===== config.mk =====
export PLATFORM = sky130hd
export DESIGN_NAME = pcm_sync_pll_control
export DESIGN_NICKNAME = d
export VERILOG_FILES = /design/src/pcm_sync_pkg.sv /design/src/pcm_frame_pll.sv /design/src/pcm_sync_pll_control.sv
export VERILOG_INCLUDE_DIRS = /design/src
export SDC_FILE = /design/constraint.sdc
export NUM_CORES = 1
export LEC_CHECK = 0
export BUFFER_PORTS_ARGS = -buffer_cell sky130_fd_sc_hd__buf_2
export CAP_MARGIN = 20
export CELL_PAD_IN_SITES_DETAIL_PLACEMENT = 0
export CELL_PAD_IN_SITES_GLOBAL_PLACEMENT = 1
export CORE_ASPECT_RATIO = 2
export CORE_MARGIN = 2
export CORE_UTILIZATION = 43
export DETAILED_ROUTE_END_ITERATION = 6
export PLACE_DENSITY_LB_ADDON = 0.1
export SYNTH_ARGS = -nofsm -noshare
export SYNTH_HDL_FRONTEND = slang
export SYNTH_SLANG_ARGS = --single-unit
export TNS_END_PERCENT = 1

===== constraint.sdc =====
create_clock -name aclk -period 4.6 [get_ports aclk]
set_input_delay 0.92 -clock aclk [delete_from_list [all_inputs] [get_ports aclk]]
set_output_delay 0.92 -clock aclk [all_outputs]
set_load 0.01 [all_outputs]

===== src/pcm_sync_defs.svh =====
// Named offsets, field positions, reset values and timing counts for the PCM sync block.
// Included by bare name; definitions only.
`ifndef PCM_SYNC_DEFS_SVH
`define PCM_SYNC_DEFS_SVH
// Timing, in the unit printed, and the cycle counts derived at 4 ns per cycle.
`define CLK_PERIOD_NS     4
`define FRAME_TIME_NS     125000
`define FRAME_CYCLES      (`FRAME_TIME_NS / `CLK_PERIOD_NS)
`define PCM_CLK_PERIOD_PS 244141
`define PCM_CLK_CYCLES    (`PCM_CLK_PERIOD_PS / (`CLK_PERIOD_NS * 1000))
`define HALF_512K_PS      976563
`define HALF_512K_CYCLES  (`HALF_512K_PS / (`CLK_PERIOD_NS * 1000))
`define SLOTS_PER_FRAME   32
`define REF_LOSS_FRAMES   2'h2
`define MAX_ADJUST_STEPS  4
// Register indices; byte address is four times the index.
`define IDX_MODE_ZERO     6'h14
`define IDX_MULTI         6'h15
`define IDX_STATUS        6'h16
`define SEL_MODE_ONE      4'h9
`define SEL_MODE_TWO      4'ha
`define REG_RESET         8'h00
// Field positions.
`define MD0_IDX_HI        7
`define MD0_IDX_LO        4
`define MD1_SMPL          7
`define MD1_ADJ_HI        3
`define MD1_ADJ_LO        2
`define MD2_SYNC_OUT_A    1
`define MD2_REF_SRC       2
`define MD2_SYNC_OUT_B    3
`define MD2_C2O_EN        4
`define MD2_C2I_SEL       5
`define MD2_DIR           6
`define MD2_MAN           7
// Bus answers.
`define RESP_OKAY         2'h0
`define RESP_SLVERR       2'h2
`endif


===== src/pcm_sync_pkg.sv =====
// Types shared by the PCM sync control block and its frame timer.
// Widths follow the constants header.
package pcm_sync_pkg;
    typedef struct packed
    {
        logic       manual;
        logic       dir;
        logic [1:0] speed;
    } pll_cfg_t;

    typedef struct packed
    {
        logic [15:0] cnt;
        logic [15:0] stall;
        logic [15:0] half;
        logic        clk512;
        logic        pend;
        logic        pdir;
        logic [1:0]  lost;
    } pll_state_t;

    typedef struct packed
    {
        logic        awready;
        logic        wready;
        logic        bvalid;
        logic [1:0]  bresp;
        logic        aw_hold;
        logic        w_hold;
        logic [5:0]  waddr;
        logic [7:0]  wdata;
        logic        wstrb0;
        logic        arready;
        logic        rvalid;
        logic [1:0]  rresp;
        logic [31:0] rdata;
        logic [7:0]  md0;
        logic [7:0]  md1;
        logic [7:0]  md2;
        logic [2:0]  bclk_s;
        logic [2:0]  sclk_s;
        logic [2:0]  syi_s;
        logic [1:0]  rxd_s;
        logic [9:0]  cell_cnt;
        logic [9:0]  cell_len;
        logic        rx_bit;
        logic        rx_valid;
        logic        sync_out;
        logic        c2_out;
        logic        c2_oe;
        logic        ref_pulse;
    } top_state_t;
endpackage : pcm_sync_pkg


===== src/pcm_frame_pll.sv =====
// Frame timer of the PCM PLL: 8 kHz frame, 512 kHz clock, per-frame phase correction.
// Assumes a one-cycle reference pulse on the same clock.
`timescale 1ns/1ps
`include "pcm_sync_defs.svh"
module pcm_frame_pll #(
    parameter int FRAME_CYC = `FRAME_CYCLES
) (
    // Clock and reset.
    input  wire logic                   aclk,
    input  wire logic                   aresetn,
    // Reference and settings.
    input  wire logic                   ref_pulse,
    input  wire pcm_sync_pkg::pll_cfg_t cfg,
    // Timer outputs.
    output logic                        clk512,
    output logic                        auto_active
);
    localparam logic [15:0] LAST       = 16'(FRAME_CYC - 1);
    localparam logic [15:0] SLOT_START = 16'(FRAME_CYC - FRAME_CYC / `SLOTS_PER_FRAME);
    localparam logic [15:0] MID        = 16'(FRAME_CYC / 2);
    localparam logic [15:0] HALF_LAST  = 16'(`HALF_512K_CYCLES - 1);

    pcm_sync_pkg::pll_state_t s;
    pcm_sync_pkg::pll_state_t n;
    logic                     avail;

    // Correction in clock cycles: 4, 3, 2 or 1 PCM clock periods by speed code.
    function automatic logic [15:0] adjust_amount(input logic [1:0] sp);
        adjust_amount = 16'((`MAX_ADJUST_STEPS - int'(sp)) * `PCM_CLK_CYCLES);
    endfunction : adjust_amount

    assign avail       = (s.lost < `REF_LOSS_FRAMES);
    assign auto_active = !cfg.manual || avail;
    assign clk512      = s.clk512;

    // One step of the timer; the reference pulse is handled last so it wins.
    always_comb
    begin
        n = s;
        if (s.half == HALF_LAST)
        begin
            n.half   = 16'h0000;
            n.clk512 = !s.clk512;
        end
        else
            n.half = s.half + 16'h0001;
        if (s.stall != 16'h0000)
            n.stall = s.stall - 16'h0001;
        else if (s.cnt == SLOT_START && s.pend)
        begin
            // Corrections only land in the last slot, so no slot is torn.
            n.pend = 1'b0;
            if (s.pdir)
            begin
                // Step on as usual, then hold the count for exactly the amount.
                n.stall = adjust_amount(cfg.speed);
                n.cnt   = s.cnt + 16'h0001;
            end
            else
                n.cnt = s.cnt + adjust_amount(cfg.speed) + 16'h0001;
        end
        else if (s.cnt == LAST)
        begin
            n.cnt  = 16'h0000;
            n.half = 16'h0000;
            if (s.lost != `REF_LOSS_FRAMES)
                n.lost = s.lost + 2'h1;
            if (!auto_active)
            begin
                n.pend = 1'b1;
                n.pdir = cfg.dir;
            end
        end
        else
            n.cnt = s.cnt + 16'h0001;
        if (ref_pulse)
        begin
            n.lost = 2'h0;
            if (s.cnt != 16'h0000)
            begin
                // A reference in our first half means we started early: lengthen, else shorten.
                n.pend = 1'b1;
                n.pdir = (s.cnt < MID);
            end
        end
    end

    always_ff @(posedge aclk)
    begin
        if (!aresetn)
            s <= '0;
        else
            s <= n;
    end

    shorten_step_a: assert property (@(posedge aclk) disable iff (!aresetn)
        (s.stall == 16'h0000 && s.cnt == SLOT_START && s.pend && !s.pdir)
        |=> s.cnt == $past(s.cnt) + adjust_amount($past(cfg.speed)) + 16'h0001)
        else $error("shortening step has the wrong size");
    lengthen_step_a: assert property (@(posedge aclk) disable iff (!aresetn)
        (s.stall == 16'h0000 && s.cnt == SLOT_START && s.pend && s.pdir)
        |=> s.stall == adjust_amount($past(cfg.speed)) && s.cnt == $past(s.cnt) + 16'h0001)
        else $error("lengthening stall has the wrong size");
    manual_dir_a: assert property (@(posedge aclk) disable iff (!aresetn)
        (s.stall == 16'h0000 && s.cnt == LAST && !auto_active && !ref_pulse)
        |=> s.pend && s.pdir == $past(cfg.dir))
        else $error("manual direction not taken at frame end");
    auto_override_a: assert property (@(posedge aclk) disable iff (!aresetn)
        ref_pulse |=> auto_active [*2])
        else $error("manual mode not overridden by a reference");
    auto_track_a: assert property (@(posedge aclk) disable iff (!aresetn)
        (ref_pulse && s.cnt != 16'h0000) |=> s.pend && s.pdir == ($past(s.cnt) < MID))
        else $error("reference did not schedule a correction");
endmodule : pcm_frame_pll


===== src/pcm_sync_pll_control.sv =====
// PCM clock and sync control: AXI4-Lite registers, sample point, sync pin mux, clock select.
// Assumes aclk at 250 MHz; pins are asynchronous, the line and multiframe pulses are on aclk.
//
// The AXI4-Lite slave port was decided locally.
`timescale 1ns/1ps
`include "pcm_sync_defs.svh"
module pcm_sync_pll_control #(
    parameter int FRAME_CYC = `FRAME_CYCLES
) (
    // Clock and reset.
    input  wire logic        aclk,
    input  wire logic        aresetn,
    // AXI4-Lite write channels.
    input  wire logic [7:0]  s_axil_awaddr,
    input  wire logic        s_axil_awvalid,
    output logic             s_axil_awready,
    input  wire logic [31:0] s_axil_wdata,
    input  wire logic [3:0]  s_axil_wstrb,
    input  wire logic        s_axil_wvalid,
    output logic             s_axil_wready,
    output logic [1:0]       s_axil_bresp,
    output logic             s_axil_bvalid,
    input  wire logic        s_axil_bready,
    // AXI4-Lite read channels.
    input  wire logic [7:0]  s_axil_araddr,
    input  wire logic        s_axil_arvalid,
    output logic             s_axil_arready,
    output logic [31:0]      s_axil_rdata,
    output logic [1:0]       s_axil_rresp,
    output logic             s_axil_rvalid,
    input  wire logic        s_axil_rready,
    // PCM pins.
    input  wire logic        bit_clock_pin,
    input  wire logic        single_clock_pin_i,
    output logic             single_clock_pin_o,
    output logic             single_clock_pin_oe,
    input  wire logic        rx_data_pin,
    input  wire logic        sync_in_pin,
    output logic             sync_out_pin,
    // Pulses from the line and multiframe logic.
    input  wire logic        line_frame_sync_rx,
    input  wire logic        multiframe_sync,
    // Received data.
    output logic             rx_bit,
    output logic             rx_valid
);
    pcm_sync_pkg::top_state_t s;
    pcm_sync_pkg::top_state_t n;
    pcm_sync_pkg::pll_cfg_t   cfg;
    logic                     clk512;
    logic                     auto_active;
    logic                     pclk_edge;
    logic                     sync_pick;

    // Word index of a byte address.
    function automatic logic [5:0] reg_index(input logic [7:0] addr);
        reg_index = addr[7:2];
    endfunction : reg_index

    // Cycle within the bit cell at which the bit is taken.
    function automatic logic [9:0] sample_at(input logic [9:0] len, input logic late);
        sample_at = late ? (len >> 1) + (len >> 2) : (len >> 1);
    endfunction : sample_at

    // Settings handed to the frame timer.
    assign cfg.manual = s.md2[`MD2_MAN];
    assign cfg.dir    = s.md2[`MD2_DIR];
    assign cfg.speed  = s.md1[`MD1_ADJ_HI:`MD1_ADJ_LO];

    pcm_frame_pll #(
        .FRAME_CYC (FRAME_CYC)
    ) u_pll (
        .aclk        (aclk),
        .aresetn     (aresetn),
        .ref_pulse   (s.ref_pulse),
        .cfg         (cfg),
        .clk512      (clk512),
        .auto_active (auto_active)
    );

    // Data clock edges come from the bit clock or the single clock.
    assign pclk_edge = s.md2[`MD2_C2I_SEL] ? (s.sclk_s[1] && !s.sclk_s[2])
                                            : (s.bclk_s[1] && !s.bclk_s[2]);

    // Sync output choice by the two select bits.
    always_comb
    begin
        case ({s.md2[`MD2_SYNC_OUT_A], s.md2[`MD2_SYNC_OUT_B]})
            2'h0:    sync_pick = line_frame_sync_rx;
            2'h1:    sync_pick = s.syi_s[1];
            2'h2:    sync_pick = clk512;
            2'h3:    sync_pick = multiframe_sync;
            default: sync_pick = 1'b0;
        endcase
    end

    // Next state of the whole block: bus slave, pins and sampling.
    always_comb
    begin
        n          = s;
        n.bclk_s   = {s.bclk_s[1:0], bit_clock_pin};
        n.sclk_s   = {s.sclk_s[1:0], single_clock_pin_i};
        n.syi_s    = {s.syi_s[1:0], sync_in_pin};
        n.rxd_s    = {s.rxd_s[0], rx_data_pin};
        n.rx_valid = 1'b0;
        n.sync_out = sync_pick;
        n.c2_out   = clk512;
        n.c2_oe    = s.md2[`MD2_C2O_EN] && !s.md2[`MD2_C2I_SEL];
        // Reference pulse for the timer, chosen by the source bit.
        n.ref_pulse = s.md2[`MD2_REF_SRC] ? (s.syi_s[1] && !s.syi_s[2])
                                          : line_frame_sync_rx;
        // Cell length is measured from edge to edge, so any PCM rate with cells under 1023 cycles works.
        if (pclk_edge)
        begin
            // Counting from one makes the stored count the cell length in cycles.
            n.cell_len = s.cell_cnt;
            n.cell_cnt = 10'h001;
        end
        else
        begin
            if (s.cell_cnt != 10'h3ff)
                n.cell_cnt = s.cell_cnt + 10'h001;
            if (s.cell_cnt == sample_at(s.cell_len, s.md1[`MD1_SMPL]))
            begin
                n.rx_bit   = s.rxd_s[1];
                n.rx_valid = 1'b1;
            end
        end
        // Write address and data are taken in either order.
        if (s.awready && s_axil_awvalid)
        begin
            n.aw_hold = 1'b1;
            n.waddr   = reg_index(s_axil_awaddr);
        end
        if (s.wready && s_axil_wvalid)
        begin
            n.w_hold = 1'b1;
            n.wdata  = s_axil_wdata[7:0];
            n.wstrb0 = s_axil_wstrb[0];
        end
        if (s.bvalid && s_axil_bready)
            n.bvalid = 1'b0;
        if (s.aw_hold && s.w_hold && !s.bvalid)
        begin
            n.aw_hold = 1'b0;
            n.w_hold  = 1'b0;
            n.bvalid  = 1'b1;
            n.bresp   = `RESP_OKAY;
            case (s.waddr)
                `IDX_MODE_ZERO:
                    if (s.wstrb0)
                        n.md0 = s.wdata;
                `IDX_MULTI:
                    // The shared address lands where the index field points.
                    case (s.md0[`MD0_IDX_HI:`MD0_IDX_LO])
                        `SEL_MODE_ONE:
                            if (s.wstrb0)
                                n.md1 = s.wdata;
                        `SEL_MODE_TWO:
                            if (s.wstrb0)
                                n.md2 = s.wdata;
                        default: n.bresp = `RESP_SLVERR;
                    endcase
                default: n.bresp = `RESP_SLVERR;
            endcase
        end
        n.awready = !n.aw_hold;
        n.wready  = !n.w_hold;
        // Reads: settings are write-only and read as zero; status shows live state.
        if (s.rvalid && s_axil_rready)
            n.rvalid = 1'b0;
        if (s.arready && s_axil_arvalid)
        begin
            n.rvalid = 1'b1;
            n.rresp  = `RESP_OKAY;
            n.rdata  = 32'h0000_0000;
            case (reg_index(s_axil_araddr))
                `IDX_MODE_ZERO, `IDX_MULTI: n.rdata = 32'h0000_0000;
                `IDX_STATUS: n.rdata = {28'h0000000, s.c2_oe, s.rx_bit,
                                        clk512, auto_active};
                default: n.rresp = `RESP_SLVERR;
            endcase
        end
        n.arready = !n.rvalid;
    end

    always_ff @(posedge aclk)
    begin
        if (!aresetn)
            s <= '0;
        else
            s <= n;
    end

    // Ports straight from the state flops.
    assign s_axil_awready      = s.awready;
    assign s_axil_wready       = s.wready;
    assign s_axil_bvalid       = s.bvalid;
    assign s_axil_bresp        = s.bresp;
    assign s_axil_arready      = s.arready;
    assign s_axil_rvalid       = s.rvalid;
    assign s_axil_rresp        = s.rresp;
    assign s_axil_rdata        = s.rdata;
    assign single_clock_pin_o  = s.c2_out;
    assign single_clock_pin_oe = s.c2_oe;
    assign sync_out_pin        = s.sync_out;
    assign rx_bit              = s.rx_bit;
    assign rx_valid            = s.rx_valid;

    sample_point_a: assert property (@(posedge aclk) disable iff (!aresetn)
        s.rx_valid |-> $past(s.cell_cnt) == sample_at($past(s.cell_len), $past(s.md1[`MD1_SMPL])))
        else $error("bit sampled at the wrong point of the cell");
    sync_mux_a: assert property (@(posedge aclk) disable iff (!aresetn)
        ({s.md2[`MD2_SYNC_OUT_A], s.md2[`MD2_SYNC_OUT_B]} == 2'h2) |=> s.sync_out == $past(clk512))
        else $error("sync output does not follow the 512 kHz clock");
    ref_select_a: assert property (@(posedge aclk) disable iff (!aresetn)
        (!s.md2[`MD2_REF_SRC] && line_frame_sync_rx) |=> s.ref_pulse)
        else $error("line sync not passed as reference");
    single_clk_oe_a: assert property (@(posedge aclk) disable iff (!aresetn)
        s.c2_oe |-> $past(s.md2[`MD2_C2O_EN]) && !$past(s.md2[`MD2_C2I_SEL]))
        else $error("single clock driven while not allowed");
    clock_select_a: assert property (@(posedge aclk) disable iff (!aresetn)
        (s.md2[`MD2_C2I_SEL] && s.sclk_s[1] && !s.sclk_s[2]) |=> s.cell_cnt == 10'h001)
        else $error("single clock edge did not restart the cell");
endmodule : pcm_sync_pll_control


Yosys cells after proc, flatten, opt, wreduce, memory -nomap -nowiden --
Index checks and enable logic that the tools add are counted.
Word-level totals: output and inout port bits 46, latch bits 0, memories kept 0, bits in registers 172, RAM bits 0, logic and storage cells 143, bits in read-only memories 0
Cells by class: add/subtract/negate cells 9, muxes and demuxes 35, $mul 1, bitwise operators 4, shifts and indexed selects 0, reductions and logical operators 40, divide/modulo/power cells 0, $lt $le $gt $ge 2, eq/ne operators 16
Operators by type and width (number):
- 16-bit 2-to-1 mux | 10
- 16-bit by 1-bit adder with 16-bit output, second input constant | 3
- 35-bit 2-to-1 mux | 1
- 16-bit by 15-bit equality test with 1-bit output, second input constant | 2
- 32-bit by 7-bit multiplier with 16-bit output, second input constant | 1
- 16-bit nonzero test | 2
- 6-bit by 5-bit equality test with 1-bit output, second input constant | 5
- 16-bit adder | 1
- 16-bit by 8-bit equality test with 1-bit output, second input constant | 1
- 16-bit by 14-bit less-than comparator with 1-bit output, second input constant | 1
- 4-bit 2-to-1 mux | 4
- 16-bit by 1-bit subtractor with 16-bit output, second input constant | 1
- 1-bit logical AND | 12
- 4-bit AND reduction | 3
- 10-bit by 1-bit adder with 10-bit output, second input constant | 1
- 9-bit by 8-bit adder with 10-bit output | 1
- 10-bit equality test | 1
- 1-bit zero test | 10
- 1-bit 2-to-1 mux | 10
- 10-bit 2-to-1 mux | 1
- 2-bit 2-to-1 mux | 5
- 10-bit inequality test, second input constant | 1
- 4-bit equality test, second input constant | 2
- 2-bit nonzero test | 4
- 17 further kinds | 24

Logic depth before layout (Yosys ltp) --
depth after elaboration 8, mapped depth 13, mapped depth without buffers 13

Hierarchy --
Synthesis repeated with hierarchy kept, for this count alone.
Unflattened totals: cells, all modules 877, area, all modules 7487.2 µm²
Modules (own cells, without submodules):
- pcm_sync_pll_control | sequential area each 1541.5 µm², cells each 439, area each 3935.0 µm², instances 1
- pcm_frame_pll | sequential area each 1061.0 µm², cells each 438, area each 3552.2 µm², instances 1

Least setup slack after synthesis --
OpenSTA, ideal clock, no wires.
path kind reg2reg, from register s, in the netlist cfg[0], to register u_pll.s[46] in the netlist's numbering, setup slack 1324 ps, cell stages (with the launch flop) 12, clock period less this slack 3276 ps, library setup time 131 ps, arrival time 3145 ps, data required time 4469 ps, path through dfxtp_1 -> inv_1 -> ha_1 -> xor2_1 -> ha_1 -> fa_1 -> ha_1 -> or4_1 -> o21ai_0 -> o21ai_0 -> xnor2_1 -> o22ai_1
Between the ends: longest elaborated chain between the ends 6
RTL lines:
- start: declaration | line pcm_sync_pll_control.sv:47 | pcm_sync_pkg::top_state_t s;
- start signal: assignment | line pcm_sync_pll_control.sv:192 | s <= n;
- 3-bit by 2-bit subtractor with 4-bit output (no source line)
- 32-bit by 7-bit multiplier with 16-bit output (no source line)
- 16-bit adder | line pcm_frame_pll.sv:60 | n.cnt = s.cnt + adjust_amount(cfg.speed) + 16'h0001;
- 16-bit by 1-bit adder with 16-bit output | line pcm_frame_pll.sv:60
- 16-bit 2-to-1 mux | line pcm_frame_pll.sv:53 | if (s.pdir)
- 16-bit 2-to-1 mux | line pcm_frame_pll.sv:49 | else if (s.cnt == SLOT_START && s.pend)
- end signal: assignment | line pcm_frame_pll.sv:93 | s <= n;
- end: declaration | line pcm_frame_pll.sv:23 | pcm_sync_pkg::pll_state_t s;
Every way passes these cells. A chain may end at the register's enable or synchronous reset.

Worst setup path in the final report --
Ends and elaborated chain as after synthesis.

==> key figures <==
Floorplan
  • I/O pins: 111
  • Die Area: 17,500 um2
  • Die H: 185 um
  • Initial core utilization: a little over two fifths
  • Core Region: between 15,000 and 20,000 um2
  • Die W: between 90 and 100 um
  • Row count: between 60 and 70

Critical path
  • Reg2reg setup slack: between 600 and 700 ps
  • Worst R2R End: u_pll.s[46]
  • Critical path launch point type: flip-flop
  • Origin of the critical flop-to-flop path: cfg[0]
  • R2R depth: 11
  • WP data arrival: 4220 ps
  • Critical Path Max Stage Delay: between 500 and 600 ps
  • Critical path origin: cfg[0]
  • CP max-delay cell: dfxtp_1
  • CP most frequent cell: ha_1
  • WS Path Type: flip-flop to flip-flop
  • Crit path max fanout: 10
  • Crit end category: flip-flop
  • Worst Path Required: 4900 ps
  • CP cell instances: inv_1 -> ha_1 -> xor2_1 -> ha_1 -> fa_1 -> ha_1 -> or4_1 -> o21ai_0 -> o21ai_0 -> xnor2_1 -> o22ai_1

Timing
  • Fin Setup TNS: 0 ps
  • Slew at the pin with the worst max-slew slack: 934 ps
  • Final critical-path required period: 3920 ps
  • Relative slew slack: 37.2%
  • Clock Skew: around 6.6 ps
  • Max Clk Rate: 255 MHz
  • Count of pins over their slew limit: 0
  • Final period util: 85.2%
  • RSZ-0062 raised after global routing: no
  • Hold Vio Cnt, Final: 0
  • Setup violators final: 0

Detailed routing
  • Antenna-violating nets left: 0
  • Post-route DRC violation count: 0
  • Routed wire length: 18.1 mm
  • TritonRoute pass-1 iters: 4
  • DR vias/cell: roughly 5.4
  • DRT iter0 DRCs: 240
  • WL/cell: 16.5 um
  • Vias: 5,955

Logic synthesis
  • Cell variety after synth: 59
  • Register area share after synthesis: between 30% and 40%
  • Number of enable flip-flop cells after synthesis: 0
  • Post-synth top cells: dfxtp_1, nor2_1, nand2_1, a21oi_1, nand3_1
  • Synth Instances: around 860
  • Largest family of logic cells by synthesized area: simple AND/OR/NAND/NOR gates
  • Syn Area/Cell: a little over 8 um2
  • Top-count cell post-synth: dfxtp_1
  • Dominant synthesized flop cell: dfxtp_1
  • Flops & latches, synth: 130
  • Synth Area in Simple Gates: 24.5%
  • Xor and xnor area share after synthesis: under 10%
  • Portion of netlist area occupied by mux cells: 3.65%
  • Area leader, netlist: dfxtp_1
  • Netlist Area Pre-Place: 7070 um2
  • Async SR Flop Fraction: 0%
  • Yosys Warn Count: 0
  • Adder-cell share of the synthesized area: 7.68%
  • Dominant cells by area after synthesis: dfxtp_1, ha_1, a21oi_1, nor2_1, nand2_1
  • Top cell type's share of synthesized area: between 30% and 40%
  • Synth Area in Compound Gates: between 10 and 15%

Place
  • Final Wtd Congestion: 0.827
  • Final HPWL from detailed placement: 13.7 mm
  • Port bufs: 48
  • DP Area: about 7300 um2

Finish
  • Fraction of layout cells with a size suffix above 1: 10.8%
  • Final Cell Area: 7870 um2
  • Area grow syn2layout: 11.4%
  • Final nets: 992
  • Ant diodes: 0
  • Final-layout fill cell count: 1,684

Hold path
  • Hold Path End: n[30]
  • Hold crit path type: flip-flop to flip-flop
  • Hold Crit Depth: 1
  • Hold path start: n[29]

Clocking
  • Worst skew pair latency: 420 ps
  • CTS tree: built
  • CTS Root Cell: clkbuf_16
  • Deepest clock path buffer count: 2
  • Reg clk slew, reported paths: roughly 60 ps
  • Clk sinks: 130
  • CTS Buf Count: 17
  • H-tree levels: 4
  • PostCTS Resize Cnt: 0
  • Postcts setup bufs: 0
  • CTS Hold Buffers Added: 0

Status
  • Run status: completed

Power
  • Pleak: 3.09 nW
  • Max IR drop VDD: approximately 0.00027 V
  • Power Dens Cells: between 400 and 500 nW/um2

Run
  • Maxcap violations: 0

Global route
  • First-pass GRT wire length: 29.2 mm
  • Initial antenna violation count: 0
  • Vias in the first global route: between 5,000 and 6,000
  • GRT overflow: 0
  • GRT Util Overall: 21.5%
  • Largest net degree at the start of global routing: 45
-- worst max path at each step --
stage,endpoint,slack (ps)
after CTS,u_pll.s[46],650
after detailed placement,u_pll.s[46],670
final,u_pll.s[46],680
after global routing,u_pll.s[46],420
after floorplan,u_pll.s[46],1320
after global placement,u_pll.s[46],740
-- layout by cell type, fill, tap and decap left out, types with 6 or more instances in the layout --
master     Yosys  layout
a211oi_1      18      18
or3_1          9       9
nand2b_1       9       9
and3_1        16      16
xor2_1        20      20
a21oi_1       67      67
xnor2_1       25      25
clkbuf_16      0      17
nor4_1         9       9
ha_1          37      37
nand3_1       39      39
o21ai_0       36      36
and2_1        15      15
a31oi_1        8       8
dfxtp_1      130     130
and4_1         7       7
mux2i_1       22      22
buf_2          4      48
nand4_1        7       7
nand2_1       83      83
nor2b_1        8       8
buf_4         36       8
clkinv_2       0       6
nor3b_1        8       8
or4_1          6       6
nor3_1        25      25
inv_1         25      25
nor2_1        89      89
conb_1         1      30
a22oi_1        6       6
-- final cells by class --
type	count	area, um2	share of cell area (%)
Sequential cell	130	2600	33.1
Clock buffer	18	439	5.58
Tap cell	204	255	3.24
Inverter	26	97.6	1.24
Timing Repair Buffer	56	300	3.81
Multi-Input combinational cell	655	4060	51.6
Clock inverter	14	116	1.48
-- stage by stage --
step                      worst slack [ps]  instances  hold WS, ps  util (%)  total power [W]
after floorplan                       1320        884          412         -          0.00184
after global placement                 742       1071          418      45.2          0.00201
after global routing                   417       1103          455      48.6          0.00346
final                                  682       1103          435      48.6          0.00327
after CTS                              650       1103          439      48.6          0.00330
after detailed placement               670       1071          426      45.2          0.00202
-- cell families (layout without fill, tap and decap cells) --
kind of cell	Yosys count	in the layout
compound gates	169	169
xor+xnor	45	45
fa+ha+maj	41	41
buf+inv	99	114
flops	130	130
mux	24	24
other cells	1	30
simple gates	346	346
-- flip-flops by register name, summed over array words and instances (netlist names), 4 cells and up --
| signal | flops |
|---|---|
| u_pll.s | 52 |
| s | 50 |
| n | 7 |
| cfg | 4 |
| s_axil_rdata | 4 |
-- metal layers --
layer / global-route usage [%] / vias up / part of all wire [%]
met5: 0 / - / 0
met4: 9.04 / 0 / 2.6
met3: 4.07 / 29 / 2.0
met2: 42.7 / 86 / 58
met1: 20.7 / 2832 / 37
li1: - / 3008 / -
-- critical path, delay by kind of cell (launching register included) --
kind,cells,cell delay [ps]
AOI/OAI and AO/OA,3,760
and+or+nand+nor,1,510
adders and majority gates,4,1410
DFF,1,530
buffers and inverters,1,200
xor gates and xnor gates,2,380
-- power by group --
part           switching, W  leakage (nW)  internal, W
registers          0.000113          1.06      0.00123
clock network      0.000515         0.267     0.000751
logic              0.000396          1.77     0.000263
total               0.00102          3.09      0.00224
Note: power is estimated with default switching activity, not from simulation.
